`src/logic/bpp_pkg.sv`:
```
// constants for the three bidirectional parallel ports: register indices, field positions, reset values
// assumes an apb slave with 32-bit data; register index n sits at byte address 4*n
package bpp_pkg;

  localparam int unsigned ADDR_W = 12;
  localparam int unsigned IDX_W  = 10;

  // register indices; byte address is four times the index
  localparam logic [IDX_W-1:0] IDX_PORT_A_DATA      = 10'h000;
  localparam logic [IDX_W-1:0] IDX_PORT_B_DATA      = 10'h001;
  localparam logic [IDX_W-1:0] IDX_PORT_C_DATA      = 10'h002;
  localparam logic [IDX_W-1:0] IDX_PORT_A_DIRECTION = 10'h005;
  localparam logic [IDX_W-1:0] IDX_PORT_B_DIRECTION = 10'h006;
  localparam logic [IDX_W-1:0] IDX_PORT_C_DIRECTION = 10'h007;
  localparam logic [IDX_W-1:0] IDX_KEY_CONTROL      = 10'h00b;
  localparam logic [IDX_W-1:0] IDX_KEY_FLAGS        = 10'h00c;
  localparam logic [IDX_W-1:0] IDX_TONE_DAC_CONTROL = 10'h00f;
  localparam logic [IDX_W-1:0] IDX_MISC_CONTROL     = 10'h01c;

  // port widths
  localparam int unsigned PORT_A_WIDTH = 7;
  localparam int unsigned PORT_B_WIDTH = 8;
  localparam int unsigned PORT_C_WIDTH = 8;
  localparam int unsigned KEY_LINES    = 4;

  // implemented port a bits for the two variants
  localparam logic [PORT_A_WIDTH-1:0] PORT_A_FULL_MASK    = 7'h7f;
  localparam logic [PORT_A_WIDTH-1:0] PORT_A_REDUCED_MASK = 7'h7e;

  // shared pin positions on port a
  localparam int unsigned TONE_PIN    = 1;
  localparam int unsigned CAPTURE_PIN = 2;
  localparam int unsigned COMPARE_PIN = 3;

  // field positions
  localparam int unsigned TONE_DAC_PIN_ENABLE_BIT = 7;
  localparam int unsigned CAPTURE_PIN_ENABLE_BIT  = 0;
  localparam int unsigned COMPARE_PIN_ENABLE_BIT  = 1;
  localparam int unsigned KEY_IRQ_ENABLES_LSB     = 0;
  localparam int unsigned KEY_PULLUP_ENABLES_LSB  = 4;

  // values after reset
  localparam logic [7:0] DIRECTION_RESET = 8'h00;
  localparam logic [3:0] KEY_RESET       = 4'h0;

endpackage : bpp_pkg

```
`src/logic/bpp_port.sv`:
```
// one parallel port: output latch, direction bits and the read-back selection per pin
// assumes write strobes are single-cycle and already decoded by the bus slave
`timescale 1ns/1ps
module bpp_port #(
  parameter int unsigned        WIDTH     = 8,
  parameter logic [WIDTH-1:0]   IMPL_MASK = '1
) (
  input  wire logic             clk,
  input  wire logic             srst,
  input  wire logic             writeData,
  input  wire logic             writeDirection,
  input  wire logic [WIDTH-1:0] wdata,
  input  wire logic [WIDTH-1:0] padIn,
  output logic      [WIDTH-1:0] readData,
  output logic      [WIDTH-1:0] latchValue,
  output logic      [WIDTH-1:0] direction
);

  typedef struct packed {
    logic [WIDTH-1:0] latch;
    logic [WIDTH-1:0] dir;
  } bpp_port_state_t;

  bpp_port_state_t state;
  bpp_port_state_t next_state;

  always_comb begin
    next_state = state;
    // the latch takes every write whatever the direction; unimplemented bits never store
    if (writeData) begin
      next_state.latch = wdata & IMPL_MASK;
    end
    if (writeDirection) begin
      next_state.dir = wdata & IMPL_MASK;
    end
    // the latch is deliberately left out of reset so data survives it
    if (srst) begin
      next_state.dir = bpp_pkg::DIRECTION_RESET[WIDTH-1:0];
    end
  end

  always_ff @(posedge clk) begin
    state <= next_state;
  end

  genvar i;
  generate
    for (i = 0; i < WIDTH; i++) begin : g_bit
      // inputs read the pin, outputs read the latch, missing bits read zero
      assign readData[i] = IMPL_MASK[i] ? (state.dir[i] ? state.latch[i] : padIn[i]) : 1'b0;
    end
  endgenerate

  assign latchValue = state.latch;
  assign direction  = state.dir;

endmodule : bpp_port

```
`src/logic/bpp_top.sv`:
```
// three bidirectional parallel ports with shared tone, capture, compare and keyboard pins, apb slave
// assumes pad inputs are synchronous to clk and the pad wire is resolved outside from out and oe
//
// Summary of operation
// - input pin: write only loads latch
// - output pin: write loads latch, pin driven
// - input pin: read returns pin level
// - output pin: read returns latch contents
// - data registers at 0-2, survive reset
// - direction registers 5-7, set=output, reset clears
// - port a seven lines, b and c eight
// - reduced variant drops port a bit zero
// - tone enable puts tone on port a bit1
// - capture and compare enables take bits 2,3
// - port b low nibble keyboard enables, flags, pullups
//
// The implementer's own choice: the APB register port.
`timescale 1ns/1ps
module bpp_top #(
  parameter logic REDUCED_VARIANT = 1'b0
) (
  input  wire logic                              clk,
  input  wire logic                              srst,
  input  wire logic                              psel,
  input  wire logic                              penable,
  input  wire logic                              pwrite,
  input  wire logic [bpp_pkg::ADDR_W-1:0]        paddr,
  input  wire logic [31:0]                       pwdata,
  input  wire logic [3:0]                        pstrb,
  output logic      [31:0]                       prdata,
  output logic                                   pready,
  output logic                                   pslverr,
  input  wire logic [bpp_pkg::PORT_A_WIDTH-1:0]  padAIn,
  output logic      [bpp_pkg::PORT_A_WIDTH-1:0]  padAOut,
  output logic      [bpp_pkg::PORT_A_WIDTH-1:0]  padAOe,
  input  wire logic [bpp_pkg::PORT_B_WIDTH-1:0]  padBIn,
  output logic      [bpp_pkg::PORT_B_WIDTH-1:0]  padBOut,
  output logic      [bpp_pkg::PORT_B_WIDTH-1:0]  padBOe,
  input  wire logic [bpp_pkg::PORT_C_WIDTH-1:0]  padCIn,
  output logic      [bpp_pkg::PORT_C_WIDTH-1:0]  padCOut,
  output logic      [bpp_pkg::PORT_C_WIDTH-1:0]  padCOe,
  input  wire logic                              toneOutput,
  input  wire logic                              compareOutput,
  output logic                                   captureInput,
  output logic      [bpp_pkg::KEY_LINES-1:0]     keyPullupEnables,
  output logic      [bpp_pkg::KEY_LINES-1:0]     keyFlags
);

  localparam int unsigned AW = bpp_pkg::PORT_A_WIDTH;
  localparam int unsigned BW = bpp_pkg::PORT_B_WIDTH;
  localparam int unsigned CW = bpp_pkg::PORT_C_WIDTH;
  localparam int unsigned KL = bpp_pkg::KEY_LINES;

  // implemented port a lines depend on the variant
  localparam logic [AW-1:0] PORT_A_MASK = REDUCED_VARIANT ? bpp_pkg::PORT_A_REDUCED_MASK
                                                          : bpp_pkg::PORT_A_FULL_MASK;

  typedef struct packed {
    logic          toneEnable;
    logic          captureEnable;
    logic          compareEnable;
    logic [KL-1:0] keyIrqEnables;
    logic [KL-1:0] keyPullups;
    logic [KL-1:0] keyFlags;
    logic [KL-1:0] keyPrev;
    logic          pready;
    logic          pslverr;
    logic [31:0]   prdata;
    logic [AW-1:0] padAOut;
    logic [AW-1:0] padAOe;
    logic [BW-1:0] padBOut;
    logic [BW-1:0] padBOe;
    logic [CW-1:0] padCOut;
    logic [CW-1:0] padCOe;
    logic          captureInput;
  } bpp_top_state_t;

  bpp_top_state_t state;
  bpp_top_state_t next_state;

  logic [bpp_pkg::IDX_W-1:0] regIndex;
  logic                      setupPhase;
  logic                      writeTaken;
  logic                      mapped;
  logic [AW-1:0]             readA;
  logic [BW-1:0]             readB;
  logic [CW-1:0]             readC;
  logic [AW-1:0]             latchA;
  logic [BW-1:0]             latchB;
  logic [CW-1:0]             latchC;
  logic [AW-1:0]             dirA;
  logic [BW-1:0]             dirB;
  logic [CW-1:0]             dirC;
  logic                      wrDataA;
  logic                      wrDataB;
  logic                      wrDataC;
  logic                      wrDirA;
  logic                      wrDirB;
  logic                      wrDirC;
  logic [7:0]                readMux;
  logic [KL-1:0]             keyFall;

  assign regIndex   = paddr[bpp_pkg::ADDR_W-1:2];
  assign setupPhase = psel & ~penable;
  // a write lands only at the access edge that also sees pready, and only on mapped registers
  assign writeTaken = psel & penable & pwrite & state.pready & ~state.pslverr & pstrb[0];

  always_comb begin
    mapped = 1'b1;
    case (regIndex)
      bpp_pkg::IDX_PORT_A_DATA,
      bpp_pkg::IDX_PORT_B_DATA,
      bpp_pkg::IDX_PORT_C_DATA,
      bpp_pkg::IDX_PORT_A_DIRECTION,
      bpp_pkg::IDX_PORT_B_DIRECTION,
      bpp_pkg::IDX_PORT_C_DIRECTION,
      bpp_pkg::IDX_KEY_CONTROL,
      bpp_pkg::IDX_KEY_FLAGS,
      bpp_pkg::IDX_TONE_DAC_CONTROL,
      bpp_pkg::IDX_MISC_CONTROL: begin
        mapped = 1'b1;
      end
      default: begin
        mapped = 1'b0;
      end
    endcase
  end

  assign wrDataA = writeTaken & (regIndex == bpp_pkg::IDX_PORT_A_DATA);
  assign wrDataB = writeTaken & (regIndex == bpp_pkg::IDX_PORT_B_DATA);
  assign wrDataC = writeTaken & (regIndex == bpp_pkg::IDX_PORT_C_DATA);
  assign wrDirA  = writeTaken & (regIndex == bpp_pkg::IDX_PORT_A_DIRECTION);
  assign wrDirB  = writeTaken & (regIndex == bpp_pkg::IDX_PORT_B_DIRECTION);
  assign wrDirC  = writeTaken & (regIndex == bpp_pkg::IDX_PORT_C_DIRECTION);

  bpp_port #(
    .WIDTH          (AW),
    .IMPL_MASK      (PORT_A_MASK)
  ) u_port_a (
    .clk            (clk),
    .srst           (srst),
    .writeData      (wrDataA),
    .writeDirection (wrDirA),
    .wdata          (pwdata[AW-1:0]),
    .padIn          (padAIn),
    .readData       (readA),
    .latchValue     (latchA),
    .direction      (dirA)
  );

  bpp_port #(
    .WIDTH          (BW),
    .IMPL_MASK      ({BW{1'b1}})
  ) u_port_b (
    .clk            (clk),
    .srst           (srst),
    .writeData      (wrDataB),
    .writeDirection (wrDirB),
    .wdata          (pwdata[BW-1:0]),
    .padIn          (padBIn),
    .readData       (readB),
    .latchValue     (latchB),
    .direction      (dirB)
  );

  bpp_port #(
    .WIDTH          (CW),
    .IMPL_MASK      ({CW{1'b1}})
  ) u_port_c (
    .clk            (clk),
    .srst           (srst),
    .writeData      (wrDataC),
    .writeDirection (wrDirC),
    .wdata          (pwdata[CW-1:0]),
    .padIn          (padCIn),
    .readData       (readC),
    .latchValue     (latchC),
    .direction      (dirC)
  );

  // read value of the addressed register, taken in the setup cycle
  always_comb begin
    readMux = 8'h00;
    case (regIndex)
      bpp_pkg::IDX_PORT_A_DATA: begin
        readMux = {1'b0, readA};
      end
      bpp_pkg::IDX_PORT_B_DATA: begin
        readMux = readB;
      end
      bpp_pkg::IDX_PORT_C_DATA: begin
        readMux = readC;
      end
      bpp_pkg::IDX_PORT_A_DIRECTION: begin
        readMux = {1'b0, dirA};
      end
      bpp_pkg::IDX_PORT_B_DIRECTION: begin
        readMux = dirB;
      end
      bpp_pkg::IDX_PORT_C_DIRECTION: begin
        readMux = dirC;
      end
      bpp_pkg::IDX_KEY_CONTROL: begin
        readMux = {state.keyPullups, state.keyIrqEnables};
      end
      bpp_pkg::IDX_KEY_FLAGS: begin
        readMux = {4'h0, state.keyFlags};
      end
      bpp_pkg::IDX_TONE_DAC_CONTROL: begin
        readMux[bpp_pkg::TONE_DAC_PIN_ENABLE_BIT] = state.toneEnable;
      end
      bpp_pkg::IDX_MISC_CONTROL: begin
        readMux[bpp_pkg::CAPTURE_PIN_ENABLE_BIT] = state.captureEnable;
        readMux[bpp_pkg::COMPARE_PIN_ENABLE_BIT] = state.compareEnable;
      end
      default: begin
        readMux = 8'h00;
      end
    endcase
  end

  // falling edge on an enabled keyboard line raises its flag
  assign keyFall = state.keyPrev & ~padBIn[KL-1:0] & state.keyIrqEnables;

  always_comb begin
    next_state = state;

    // bus answer: one wait-free access phase after every setup cycle
    next_state.pready = setupPhase;
    if (setupPhase) begin
      next_state.pslverr = ~mapped;
      next_state.prdata  = (mapped && !pwrite) ? {24'h000000, readMux} : 32'h00000000;
    end else if (psel && penable && state.pready) begin
      next_state.pslverr = 1'b0;
      next_state.prdata  = 32'h00000000;
    end

    // control registers
    if (writeTaken) begin
      case (regIndex)
        bpp_pkg::IDX_KEY_CONTROL: begin
          next_state.keyIrqEnables = pwdata[bpp_pkg::KEY_IRQ_ENABLES_LSB +: KL];
          next_state.keyPullups    = pwdata[bpp_pkg::KEY_PULLUP_ENABLES_LSB +: KL];
        end
        bpp_pkg::IDX_TONE_DAC_CONTROL: begin
          next_state.toneEnable = pwdata[bpp_pkg::TONE_DAC_PIN_ENABLE_BIT];
        end
        bpp_pkg::IDX_MISC_CONTROL: begin
          next_state.captureEnable = pwdata[bpp_pkg::CAPTURE_PIN_ENABLE_BIT];
          next_state.compareEnable = pwdata[bpp_pkg::COMPARE_PIN_ENABLE_BIT];
        end
        default: begin
        end
      endcase
    end

    // flags clear by writing one; a new edge in the same cycle wins
    if (writeTaken && (regIndex == bpp_pkg::IDX_KEY_FLAGS)) begin
      next_state.keyFlags = state.keyFlags & ~pwdata[KL-1:0];
    end
    next_state.keyFlags = next_state.keyFlags | keyFall;
    next_state.keyPrev  = padBIn[KL-1:0];

    // pad drive follows the latch only while the direction bit says output
    next_state.padAOe  = dirA & PORT_A_MASK;
    next_state.padAOut = latchA & dirA & PORT_A_MASK;
    if (state.toneEnable) begin
      next_state.padAOe[bpp_pkg::TONE_PIN]  = 1'b1;
      next_state.padAOut[bpp_pkg::TONE_PIN] = toneOutput;
    end
    if (state.captureEnable) begin
      next_state.padAOe[bpp_pkg::CAPTURE_PIN]  = 1'b0;
      next_state.padAOut[bpp_pkg::CAPTURE_PIN] = 1'b0;
    end
    if (state.compareEnable) begin
      next_state.padAOe[bpp_pkg::COMPARE_PIN]  = 1'b1;
      next_state.padAOut[bpp_pkg::COMPARE_PIN] = compareOutput;
    end
    // capture sees nothing unless its pin is handed to the timer
    next_state.captureInput = state.captureEnable & padAIn[bpp_pkg::CAPTURE_PIN];
    next_state.padBOe  = dirB;
    next_state.padBOut = latchB & dirB;
    next_state.padCOe  = dirC;
    next_state.padCOut = latchC & dirC;

    if (srst) begin
      next_state.toneEnable    = 1'b0;
      next_state.captureEnable = 1'b0;
      next_state.compareEnable = 1'b0;
      next_state.keyIrqEnables = bpp_pkg::KEY_RESET;
      next_state.keyPullups    = bpp_pkg::KEY_RESET;
      next_state.keyFlags      = bpp_pkg::KEY_RESET;
      next_state.keyPrev       = bpp_pkg::KEY_RESET;
      next_state.pready        = 1'b0;
      next_state.pslverr       = 1'b0;
      next_state.prdata        = 32'h00000000;
      next_state.padAOut       = '0;
      next_state.padAOe        = '0;
      next_state.padBOut       = '0;
      next_state.padBOe        = '0;
      next_state.padCOut       = '0;
      next_state.padCOe        = '0;
      next_state.captureInput  = 1'b0;
    end
  end

  always_ff @(posedge clk) begin
    state <= next_state;
  end

  assign prdata           = state.prdata;
  assign pready           = state.pready;
  assign pslverr          = state.pslverr;
  assign padAOut          = state.padAOut;
  assign padAOe           = state.padAOe;
  assign padBOut          = state.padBOut;
  assign padBOe           = state.padBOe;
  assign padCOut          = state.padCOut;
  assign padCOe           = state.padCOe;
  assign captureInput     = state.captureInput;
  assign keyPullupEnables = state.keyPullups;
  assign keyFlags         = state.keyFlags;

endmodule : bpp_top

```
`config.mk`:
```
export PLATFORM = sky130hd
export DESIGN_NAME = bpp_top
export DESIGN_NICKNAME = d
export VERILOG_FILES = /design/src/logic/bpp_pkg.sv /design/src/logic/bpp_port.sv /design/src/logic/bpp_top.sv
export SDC_FILE = /design/constraint.sdc
export NUM_CORES = 1
export LEC_CHECK = 0
export BUFFER_PORTS_ARGS = -buffer_cell sky130_fd_sc_hd__buf_2
export CAP_MARGIN = 30
export CORE_ASPECT_RATIO = 0.5
export CORE_MARGIN = 10
export CORE_UTILIZATION = 55
export DETAILED_ROUTE_END_ITERATION = 16
export PLACE_DENSITY = 0.84
export SLEW_MARGIN = 40
export SYNTH_ARGS = -nofsm -noshare
export SYNTH_HDL_FRONTEND = slang
export SYNTH_HIERARCHICAL = 1
export SYNTH_SLANG_ARGS = --single-unit
```
`constraint.sdc`:
```
create_clock -name clk -period 4.95 [get_ports clk]
set_input_delay 0.2475 -clock clk [delete_from_list [all_inputs] [get_ports clk]]
set_output_delay 0.2475 -clock clk [all_outputs]
set_load 0.02 [all_outputs]
```
==> metrics.cfg, run 1 <==
[run_status]
status=completed

[clock_network]
cts-root-buf=clkbuf_16
cts_resized=0
h-tree-depth=4
cts_tree=done
cts_num_sinks=122
insertion_delay_ns=0.42
clkTransAtPathRegs_ns=0.05
clockBufferDepth=2
cts_setup_buffers=0
cts_made_buffers=17
cts_hold_buf=0

[timing]
clock-skew-final_ns=0.00579
fmax_mhz=396
fin_tns_setup_ns=0
max-slew-margin-rel_pct=43.8
rsz0062_at_grt=false
setup_violations=0
fin_ws_ns=2.43
worst_pin_slew_ns=0.837
finalCriticalPeriod_ns=2.52
finalHoldViolations=0
maxSlewViolCount=0
fin_crit_sh_pct=51.0

[die]
coreArea_um2=9670
rows=25
initial_utilization_pct=57.9
io_pins=167
dieArea_um2=14900
die_h_um=91.3
die_width_um=163

[worst_setup_path]
crit_arrival_ns=2.80
crit_required_ns=5.22
crit_chain=buf_2 -> inv_1 -> ha_1 -> or3b_2 -> nor3_1 -> buf_4 -> mux2i_1 -> nor2_1
crit_type=in -> reg
r2r_setup_slack_ns=2.43
reg2reg_depth=6
crit_path_max_fanout=8
critPathBufInv=3
worst_r2r_endpoint=u_port_b/direction[3]
critical-path-top-delay-family=simple AND/OR/NAND/NOR gates
start_kind=primary input
crit_path_top_delay_cell=nor3_1
r2r_start=pslverr
crit_path_end_kind=register
crit_cells=8
cpPeakStageDelay_ns=0.72

[power]
power_leakage_uw=0.00270
p_per_area_nw_per_um2=375
vdd_drop_max_mv=0.228

[finish]
final_cell_mix=buf_2, dfxtp_1, nor2_1
antenna_cells=0
finalNonFillerCells=734
syn_to_final_growth_pct=13.4
final_common_cell=buf_2
drive_gt1_share_pct=31.7
nets=669

[routing]
postRouteAntennaNets=0
vias=4061
dr.pass1.iters=7
via_per_inst=5.53
wl_per_cell_um=20.3
met3_length_mm=1.67
post-route-drc-count=0
drtIter0Drc=376
wl_met2_mm=6.75
top_layer_used=met4
finalWirelength_mm=14.9
wl_met1_mm=6.27

[yosys]
synthFlopType=dfxtp_1
yosys_warnings=6
synth_top_area_cell=dfxtp_1
ys_seq_area_share_pct=47.8
synth_cell_types=51
async_reset_ff_share_pct=0
syn_inst=535
synth_top_area_share_pct=35.4
synth-edff-count=23
avgSynthCellArea_um2=10.5
synth.area.top_cells=dfxtp_1, edfxtp_1, buf_4
synth-seq-cells=122
synth_area_um2=5600

[placement]
place_worst_setup_slack_ns=2.01
hpwl_mm=10.5
place_congestion=0.920
port-buffer-count=113
place_inst=702

[job]
maxCapViolCount=0

[min_path]
hold_path.class=in -> reg
whs_endpoint=captureInput
hold_depth=3
hp-start=padAIn[2]

[global_routing]
first_global_vias=4060
grt_max_degree=80
grt_first_pass_wirelength_mm=22.2
grt_use_total_pct=19.5
grt-ovfl-total=0
antenna_found_initial=0

[cells in the mapped netlist, types with 2 or more instances]
library cell  instances
dfxtp_1              99
buf_4                86
nor2_1               45
mux2i_1              38
nor2b_1              27
mux2_2               26
edfxtp_1             23
and2_1               22
nand2_1              22
clkbuf_1             15
nor3_1               12
nand3_1              11
a22o_1               10
a22oi_1              10
a21oi_1               9
inv_1                 7
ha_1                  5
o21ai_0               5
a221oi_2              4
a32o_1                4
and3_1                4
buf_6                 4
nand2b_1              4
nand3b_1              4
buf_1                 3
nor4_1                3
or3b_2                3
a211oi_1              2
a221o_1               2
a311oi_1              2
a31oi_1               2
nand4_1               2
o22a_1                2
[logic make-up after synthesis]
group	Yosys count	synth area share (%)
simple gates	168	16.0
flops	122	47.8
buf+inv	115	14.0
mux	65	12.4
compound gates	59	8.61
fa+ha+maj	5	1.12
other cells	1	0.0670
[worst max path at each step]
stage	start	end	slack (ns)
floorplan	paddr[2]	u_port_a/latchValue[0]	2.80
global placement	paddr[11]	keyPullupEnables[2]	2.05
detailed placement	paddr[2]	u_port_b/direction[3]	2.01
CTS	pslverr	u_port_b/direction[3]	2.44
global route	pslverr	u_port_b/direction[7]	2.36
finish	paddr[2]	u_port_b/direction[3]	2.43
[worst register-to-register path, stage by stage, from the launching register on]
cell	delay, ns
dfxtp_1	0.34
and4b_1	0.28
nand3_1	0.35
nor3_1	0.81
buf_4	0.32
mux2i_1	0.22
nor2_1	0.06
[power breakdown]
part / switching (uW) / total (uW) / internal (uW)
Clock: 449 / 1240 / 795
Sequential: 1.40 / 1020 / 1010
Combinational: 81.1 / 119 / 37.5
Total: 532 / 2380 / 1850
[registers in the layout, indices dropped and copies added, names as in the netlist]
register and cells:
state 11, padBOe 8, padBOut 8, padCOe 8, padCOut 8, prdata 8, u_port_b/direction 8, u_port_b/latchValue 8
u_port_c/direction 8, u_port_c/latchValue 8, padAOe 7, padAOut 7, u_port_a/direction 7, u_port_a/latchValue 7, keyFlags 4, keyPullupEnables 4
captureInput 1, pready 1, pslverr 1
[metrics by stage]
step                      util (%)  power, uW  cell area [um2]  hold WS, ns
after global placement        59.1       1150             5710        0.448
after global routing          65.7       2450             6350       0.0902
after CTS                     65.6       2380             6340       0.0669
final                         65.7       2380             6350       0.0821
after floorplan                  -       1110             5680        0.320
after detailed placement      59.4       1150             5740        0.454
[cell type report]
| cell class | instances | area [um2] |
|---|---|---|
| Clock inverter | 9 | 113 |
| Multi-Input combinational cell | 321 | 2280 |
| Fill cell | 765 | 3320 |
| Tap cell | 135 | 169 |
| Timing Repair Buffer | 117 | 599 |
| Inverter | 7 | 26.3 |
| Clock buffer | 23 | 488 |
| Sequential cell | 122 | 2670 |
[per-layer routing]
layer	GRT usage (%)	vias to the layer above
li1	-	1872
met1	23.6	1935
met2	30.5	226
met3	7.97	28
met4	7.31	0
met5	0	-
(Power assumes the default switching activity.)
==> inputs of run 2 (changes only) <==
--- a/config.mk
+++ b/config.mk
@@ -9,9 +9,9 @@
 export CAP_MARGIN = 30
 export CORE_ASPECT_RATIO = 0.5
 export CORE_MARGIN = 10
-export CORE_UTILIZATION = 55
+export CORE_UTILIZATION = 47
 export DETAILED_ROUTE_END_ITERATION = 16
-export PLACE_DENSITY = 0.84
+export PLACE_DENSITY = 0.77
 export SLEW_MARGIN = 40
 export SYNTH_ARGS = -nofsm -noshare
 export SYNTH_HDL_FRONTEND = slang
==> constraint.sdc (replaced) <==
create_clock -name clk -period 2.32 [get_ports clk]
set_input_delay 0.116 -clock clk [delete_from_list [all_inputs] [get_ports clk]]
set_output_delay 0.116 -clock clk [all_outputs]
set_load 0.02 [all_outputs]
==> run 2 against run 1 <==
  * Count of clock-buffer cells in the layout down 4
  * First-iteration DRC count down 14%
  * Largest cell class unchanged
  * Sequential power up 110%
  * Power up 120%
  * Wire length down 0.60%
  * Clock skew up 0.0055 ns
  * Critical path type unchanged
  * Global-route usage down 2.2 points
  * Combinational power up 130%
  * Utilization down 8.9 points
  * Via count down 0.42%
  * Largest power group unchanged
  * Hold slack worse by 0.068 ns
  * Critical endpoint is now prdata[6]
  * Critical path depth down 2
==> metrics.cfg, run 2 (synthesized netlist as in run 1, its figures left out) <==
[global_routing]
grt_max_degree=80  ; unchanged
grt.busiest_layer=met2
grt-ovfl-total=0  ; unchanged
grt_use_total_pct=17.2  ; -2.2 points
first_global_vias=4149  ; +2.2%
gr-usage-met3_pct=7.21  ; -0.76 points
grt_first_pass_wirelength_mm=22.9  ; +2.8%
antenna_found_initial=0  ; unchanged
grtUsageMet2_pct=27.0  ; -3.6 points
met1_usage_pct=20.8  ; -2.8 points

[finish]
final_common_cell=buf_2
final_cell_mix=buf_2, dfxtp_1, nor2_1
nets=704  ; +5.2%
drive_gt1_share_pct=33.3  ; +1.6 points
syn_to_final_growth_pct=19.0
largest_reg_flops=11  ; unchanged
largest-register=state
fillers=1026  ; +34%
antenna_cells=0  ; unchanged

[placement]
place_congestion=0.931  ; +1.2%
port-buffer-count=113  ; unchanged
place_worst_setup_slack_ns=0.0243  ; -1.99 ns
hpwl_mm=10.8  ; +3.2%

[worst_setup_path]
crit_chain=buf_2 -> or3_4 -> or4_4 -> or2_1 -> or3_1 -> a221oi_2
crit_path_top_delay_cell=or3_1
critical-path-top-delay-family=simple AND/OR/NAND/NOR gates
critPathBufInv=1  ; -2
cp-startpoint=paddr[7]
crit_arrival_ns=2.24  ; -0.56 ns
crit_path_end_kind=register
cpPeakStageDelay_ns=0.57  ; -0.15 ns
crit_type=in -> reg
crit_required_ns=2.65  ; -2.57 ns
r2r_start=pslverr
start_kind=primary input
crit_path_max_fanout=7  ; -1

[die]
initial_utilization_pct=47.7  ; -10 points
rows=28  ; +12%
die_width_um=174  ; +7.2%
die_h_um=97.2  ; +6.4%
coreArea_um2=11700  ; +21%
io_pins=167  ; unchanged
dieArea_um2=16900  ; +14%

[clock_network]
cts_setup_buffers=0  ; unchanged
clkTransAtPathRegs_ns=0.06  ; about the same
h-tree-depth=4  ; unchanged
insertion_delay_ns=0.42  ; about the same
cts_tree=done
cts-root-buf=clkbuf_16
cts_num_sinks=122  ; unchanged
cts_hold_buf=10  ; +10
clockBufferDepth=2  ; unchanged
cts_resized=0  ; unchanged
cts_made_buffers=17  ; unchanged

[power]
power_leakage_uw=0.00282  ; +4.6%
p_total_uw=5190  ; +120%
p_per_area_nw_per_um2=780  ; +110%
vdd_drop_max_mv=0.375  ; +64%

[routing]
post-route-drc-count=0  ; unchanged
via_per_inst=5.06  ; -8.5%
postRouteAntennaNets=0  ; unchanged
drtIter0Drc=322  ; -14%
wl_per_cell_um=18.6  ; -8.7%
dr.pass1.iters=5  ; -2
vias=4044  ; -0.42%
finalWirelength_mm=14.8  ; -0.60%

[timing]
fin_crit_sh_pct=82.1
rsz0062_at_grt=false
finalCriticalPeriod_ns=1.90
setup_violations=0  ; unchanged
maxSlewViolCount=0  ; unchanged
clock-skew-final_ns=0.0113  ; +0.00547 ns
fmax_mhz=525
fin_tns_setup_ns=0  ; unchanged
finalHoldViolations=0  ; unchanged
max-slew-margin-rel_pct=58.3  ; +15 points
worst_pin_slew_ns=0.620  ; -0.217 ns
fin_ws_ns=0.416  ; -2.01 ns

[job]
maxCapViolCount=0  ; unchanged

[min_path]
hp-start=pwdata[2]
hold_path.class=in -> reg

[run_status]
status=completed

-- run 2: layout make-up --
cell class / instances / area (um2) / share of cell area [%]
multi-input combinational: 321 / 2230 / 33.4
sequential: 122 / 2670 / 40.1
tap: 165 / 206 / 3.10
timing repair buffer: 152 / 908 / 13.6
clock buffer: 19 / 443 / 6.65
inverter: 7 / 26.3 / 0.395
clock inverter: 13 / 175 / 2.63
-- run 2: routing by layer --
metal,wire length [um],part of all wire [%]
met1,6470,44
met2,6760,46
met3,1380,9.3
met4,220,1.5
met5,0,0
-- run 2: worst reg2reg max path, delay by kind of cell (launching register included) --
family | cells | cell delay, ns
simple gates | 4 | 0.98
flops | 1 | 0.32
buf+inv | 1 | 0.24
mux | 1 | 0.21
-- run 2: per-stage QoR --
stage / area (um2) / cells / hold slack (ns) / util, %
final: 6660 / 799 / 0.0143 / 56.7
after global routing: 6660 / 799 / 0.00366 / 56.7
after CTS: 6660 / 799 / 0.00746 / 56.7
after detailed placement: 5940 / 757 / 0.356 / 50.6
after global placement: 5940 / 757 / 0.351 / 50.6
after floorplan: 5680 / 558 / 0.188 / -
-- run 2: worst paths after layout --
path	end	slack (ns)	depth (start not counted)
setup reg to reg	u_port_a/direction[0]	0.44	6
hold reg to reg	padBOut[4]	0.46	1
setup / recovery	prdata[6]	0.42	6
hold / removal	u_port_b/latchValue[2]	0.01	1
-- run 2: report_power, final --
part | switching [uW] | total (uW) | internal, uW
sequential | 2.38 | 2170 | 2160
combinational | 172 | 272 | 99.5
clock | 945 | 2760 | 1810
==> inputs of run 3 (changes only) <==
--- a/config.mk
+++ b/config.mk
@@ -9,9 +9,9 @@
 export CAP_MARGIN = 30
 export CORE_ASPECT_RATIO = 0.5
 export CORE_MARGIN = 10
-export CORE_UTILIZATION = 47
+export CORE_UTILIZATION = 52
 export DETAILED_ROUTE_END_ITERATION = 16
-export PLACE_DENSITY = 0.77
+export PLACE_DENSITY = 0.8
 export SLEW_MARGIN = 40
 export SYNTH_ARGS = -nofsm -noshare
 export SYNTH_HDL_FRONTEND = slang
==> constraint.sdc (replaced) <==
create_clock -name clk -period 1.9 [get_ports clk]
set_input_delay 0.095 -clock clk [delete_from_list [all_inputs] [get_ports clk]]
set_output_delay 0.095 -clock clk [all_outputs]
set_load 0.02 [all_outputs]
==> run 3 against run 2 <==
  * Combinational power grew 37%
  * Clock skew fell by 0.0070 ns
  * Cell area grew 4.1%
  * Die area shrank 8.1%
  * Non-clock buffer count is 32 higher
  * Utilization rose by 10 points
  * Setup slack got worse by 0.34 ns
  * First-iteration DRC count is 8.7% lower
  * Count of clock-buffer cells in the layout up 5
  * Power increased by 25%
  * Sequential power rose by 22%
  * Global-route usage is 1.9 points higher
  * Largest cell class unchanged
  * Largest power group unchanged
  * Highest routed layer unchanged
==> metrics.cfg, run 3 (synthesized netlist as in run 1, its figures left out) <==
[worst_setup_path]
crit_path_max_fanout=4  ; -3
crit_path_top_delay_cell=nor3_1
critical-path-top-delay-family=simple AND/OR/NAND/NOR gates
crit_type=reg -> reg
start_kind=register
crit_arrival_ns=2.11  ; -0.13 ns
crit_required_ns=2.18  ; -0.47 ns
critPathBufInv=1  ; unchanged
cpPeakStageDelay_ns=0.46  ; -0.11 ns
crit_path_end_kind=register
crit_chain=and4b_1 -> nand3_1 -> nor3_1 -> buf_4 -> mux2i_1 -> nor2_1

[finish]
fillers=815  ; -21%
largest-register=state
nets=736  ; +4.5%
final_cell_mix=buf_2, dfxtp_1, buf_4
regArea_um2=2670  ; unchanged
syn_to_final_growth_pct=23.8
multi_input_area_um2=2250  ; +1.3%
drive_gt1_share_pct=36.7  ; +3.5 points
stdcell_area_um2=6930  ; +4.1%
final_common_cell=buf_2
largest_reg_flops=11  ; unchanged
antenna_cells=0  ; unchanged

[power]
power_leakage_uw=0.00299  ; +6.1%
p_per_area_nw_per_um2=936  ; +20%
vdd_drop_max_mv=0.546  ; +46%

[routing]
wl_per_cell_um=18.9  ; +1.9%
finalWirelength_mm=15.2  ; +2.6%
postRouteAntennaNets=0  ; unchanged
via_per_inst=5.30  ; +4.7%
post-route-drc-count=0  ; unchanged
drtIter0Drc=294  ; -8.7%
dr.pass1.iters=5  ; unchanged
vias=4262  ; +5.4%

[timing]
finalHoldViolations=0  ; unchanged
finalCriticalPeriod_ns=1.83
fmax_mhz=547
rsz0062_at_grt=false
worst_pin_slew_ns=0.611  ; -0.00866 ns
max-slew-margin-rel_pct=58.7  ; +0.43 points
fin_crit_sh_pct=96.2
fin_ws_ns=0.0713  ; -0.345 ns
maxSlewViolCount=0  ; unchanged
clock-skew-final_ns=0.00427  ; -0.00699 ns
setup_violations=0  ; unchanged

[die]
die_width_um=167  ; -4.4%
coreArea_um2=10300  ; -12%
dieArea_um2=15600  ; -8.1%
initial_utilization_pct=54.1  ; +6.4 points
rows=26  ; -7.1%
die_h_um=93.4  ; -3.9%
io_pins=167  ; unchanged

[clock_network]
insertion_delay_ns=0.40  ; -0.02 ns
cts_tree=done
cts-root-buf=clkbuf_16
cts_made_buffers=17  ; unchanged
cts_num_sinks=122  ; unchanged
clkTransAtPathRegs_ns=0.05  ; about the same
cts_setup_buffers=0  ; unchanged
clockBufferDepth=2  ; unchanged
h-tree-depth=4  ; unchanged

[placement]
place_worst_setup_slack_ns=-0.309  ; -0.333 ns
dpl_cell_area_um2=6180  ; +4.0%
hpwl_mm=11.6  ; +7.1%
place_congestion=0.880  ; -5.5%
port-buffer-count=113  ; unchanged

[global_routing]
antenna_found_initial=0  ; unchanged
grt-ovfl-total=0  ; unchanged
first_global_vias=4353  ; +4.9%
grt_use_total_pct=19.1  ; +1.9 points
grt_first_pass_wirelength_mm=23.5  ; +2.6%
grt_max_degree=62  ; -23%

[min_path]
hold_path.class=in -> reg

[job]
maxCapViolCount=0  ; unchanged

[run_status]
status=completed

==> run 3: what timing repair did <==
action,CTS,global route
resized for setup,0,1
setup endpoints to repair,0,1
endpoints found under the hold margin,20,0
hold buffers,11,0
==> run 3: final timing paths <==
check                              start                      to  slack [ns]  cells after the start
setup / recovery                 pslverr   u_port_a/direction[3]        0.07                      6
hold / removal                 pwdata[1]  u_port_a/latchValue[1]       0.007                      1
setup reg to reg                 pslverr   u_port_a/direction[3]        0.07                      6
hold reg to reg   u_port_c/latchValue[7]              padCOut[7]        0.46                      1
==> run 3: area by class of cell <==
class	count	area share (%)
sequential	122	38.6
clock buffer	24	7.26
inverter	7	0.379
timing repair buffer	184	16.8
tap	140	2.53
clock inverter	6	1.93
multi-input combinational	321	32.5
==> run 3: metal layers <==
metal  GRT usage [%]  share of wire, %  vias up
met3            7.06               8.1       15
met1            23.3                44     2077
met5               0                 0        -
met4            5.74               1.2        0
met2            31.2                47      173
li1                -                 -     1997
==> run 3: per-stage QoR <==
| step | util [%] | hold WS, ns | cells | total power (uW) | TNS (ns) |
|---|---|---|---|---|---|
| floorplan | - | 0.167 | 558 | 2910 | -0.0109 |
| global placement | 59.7 | 0.331 | 763 | 3040 | -3.48 |
| detailed placement | 59.7 | 0.342 | 763 | 3050 | -4.25 |
| CTS | 66.9 | 0.00309 | 804 | 6520 | 0 |
| global route | 67.0 | 0.0157 | 804 | 6680 | 0 |
| finish | 67.0 | 0.00688 | 804 | 6490 | 0 |
==> run 3: power by group <==
part / switching [uW] / internal [uW] / leakage, uW
combinational: 222 / 151 / 0.00168
clock: 1100 / 2370 / 0.000312
sequential: 2.82 / 2640 / 0.00101
total: 1320 / 5160 / 0.00299
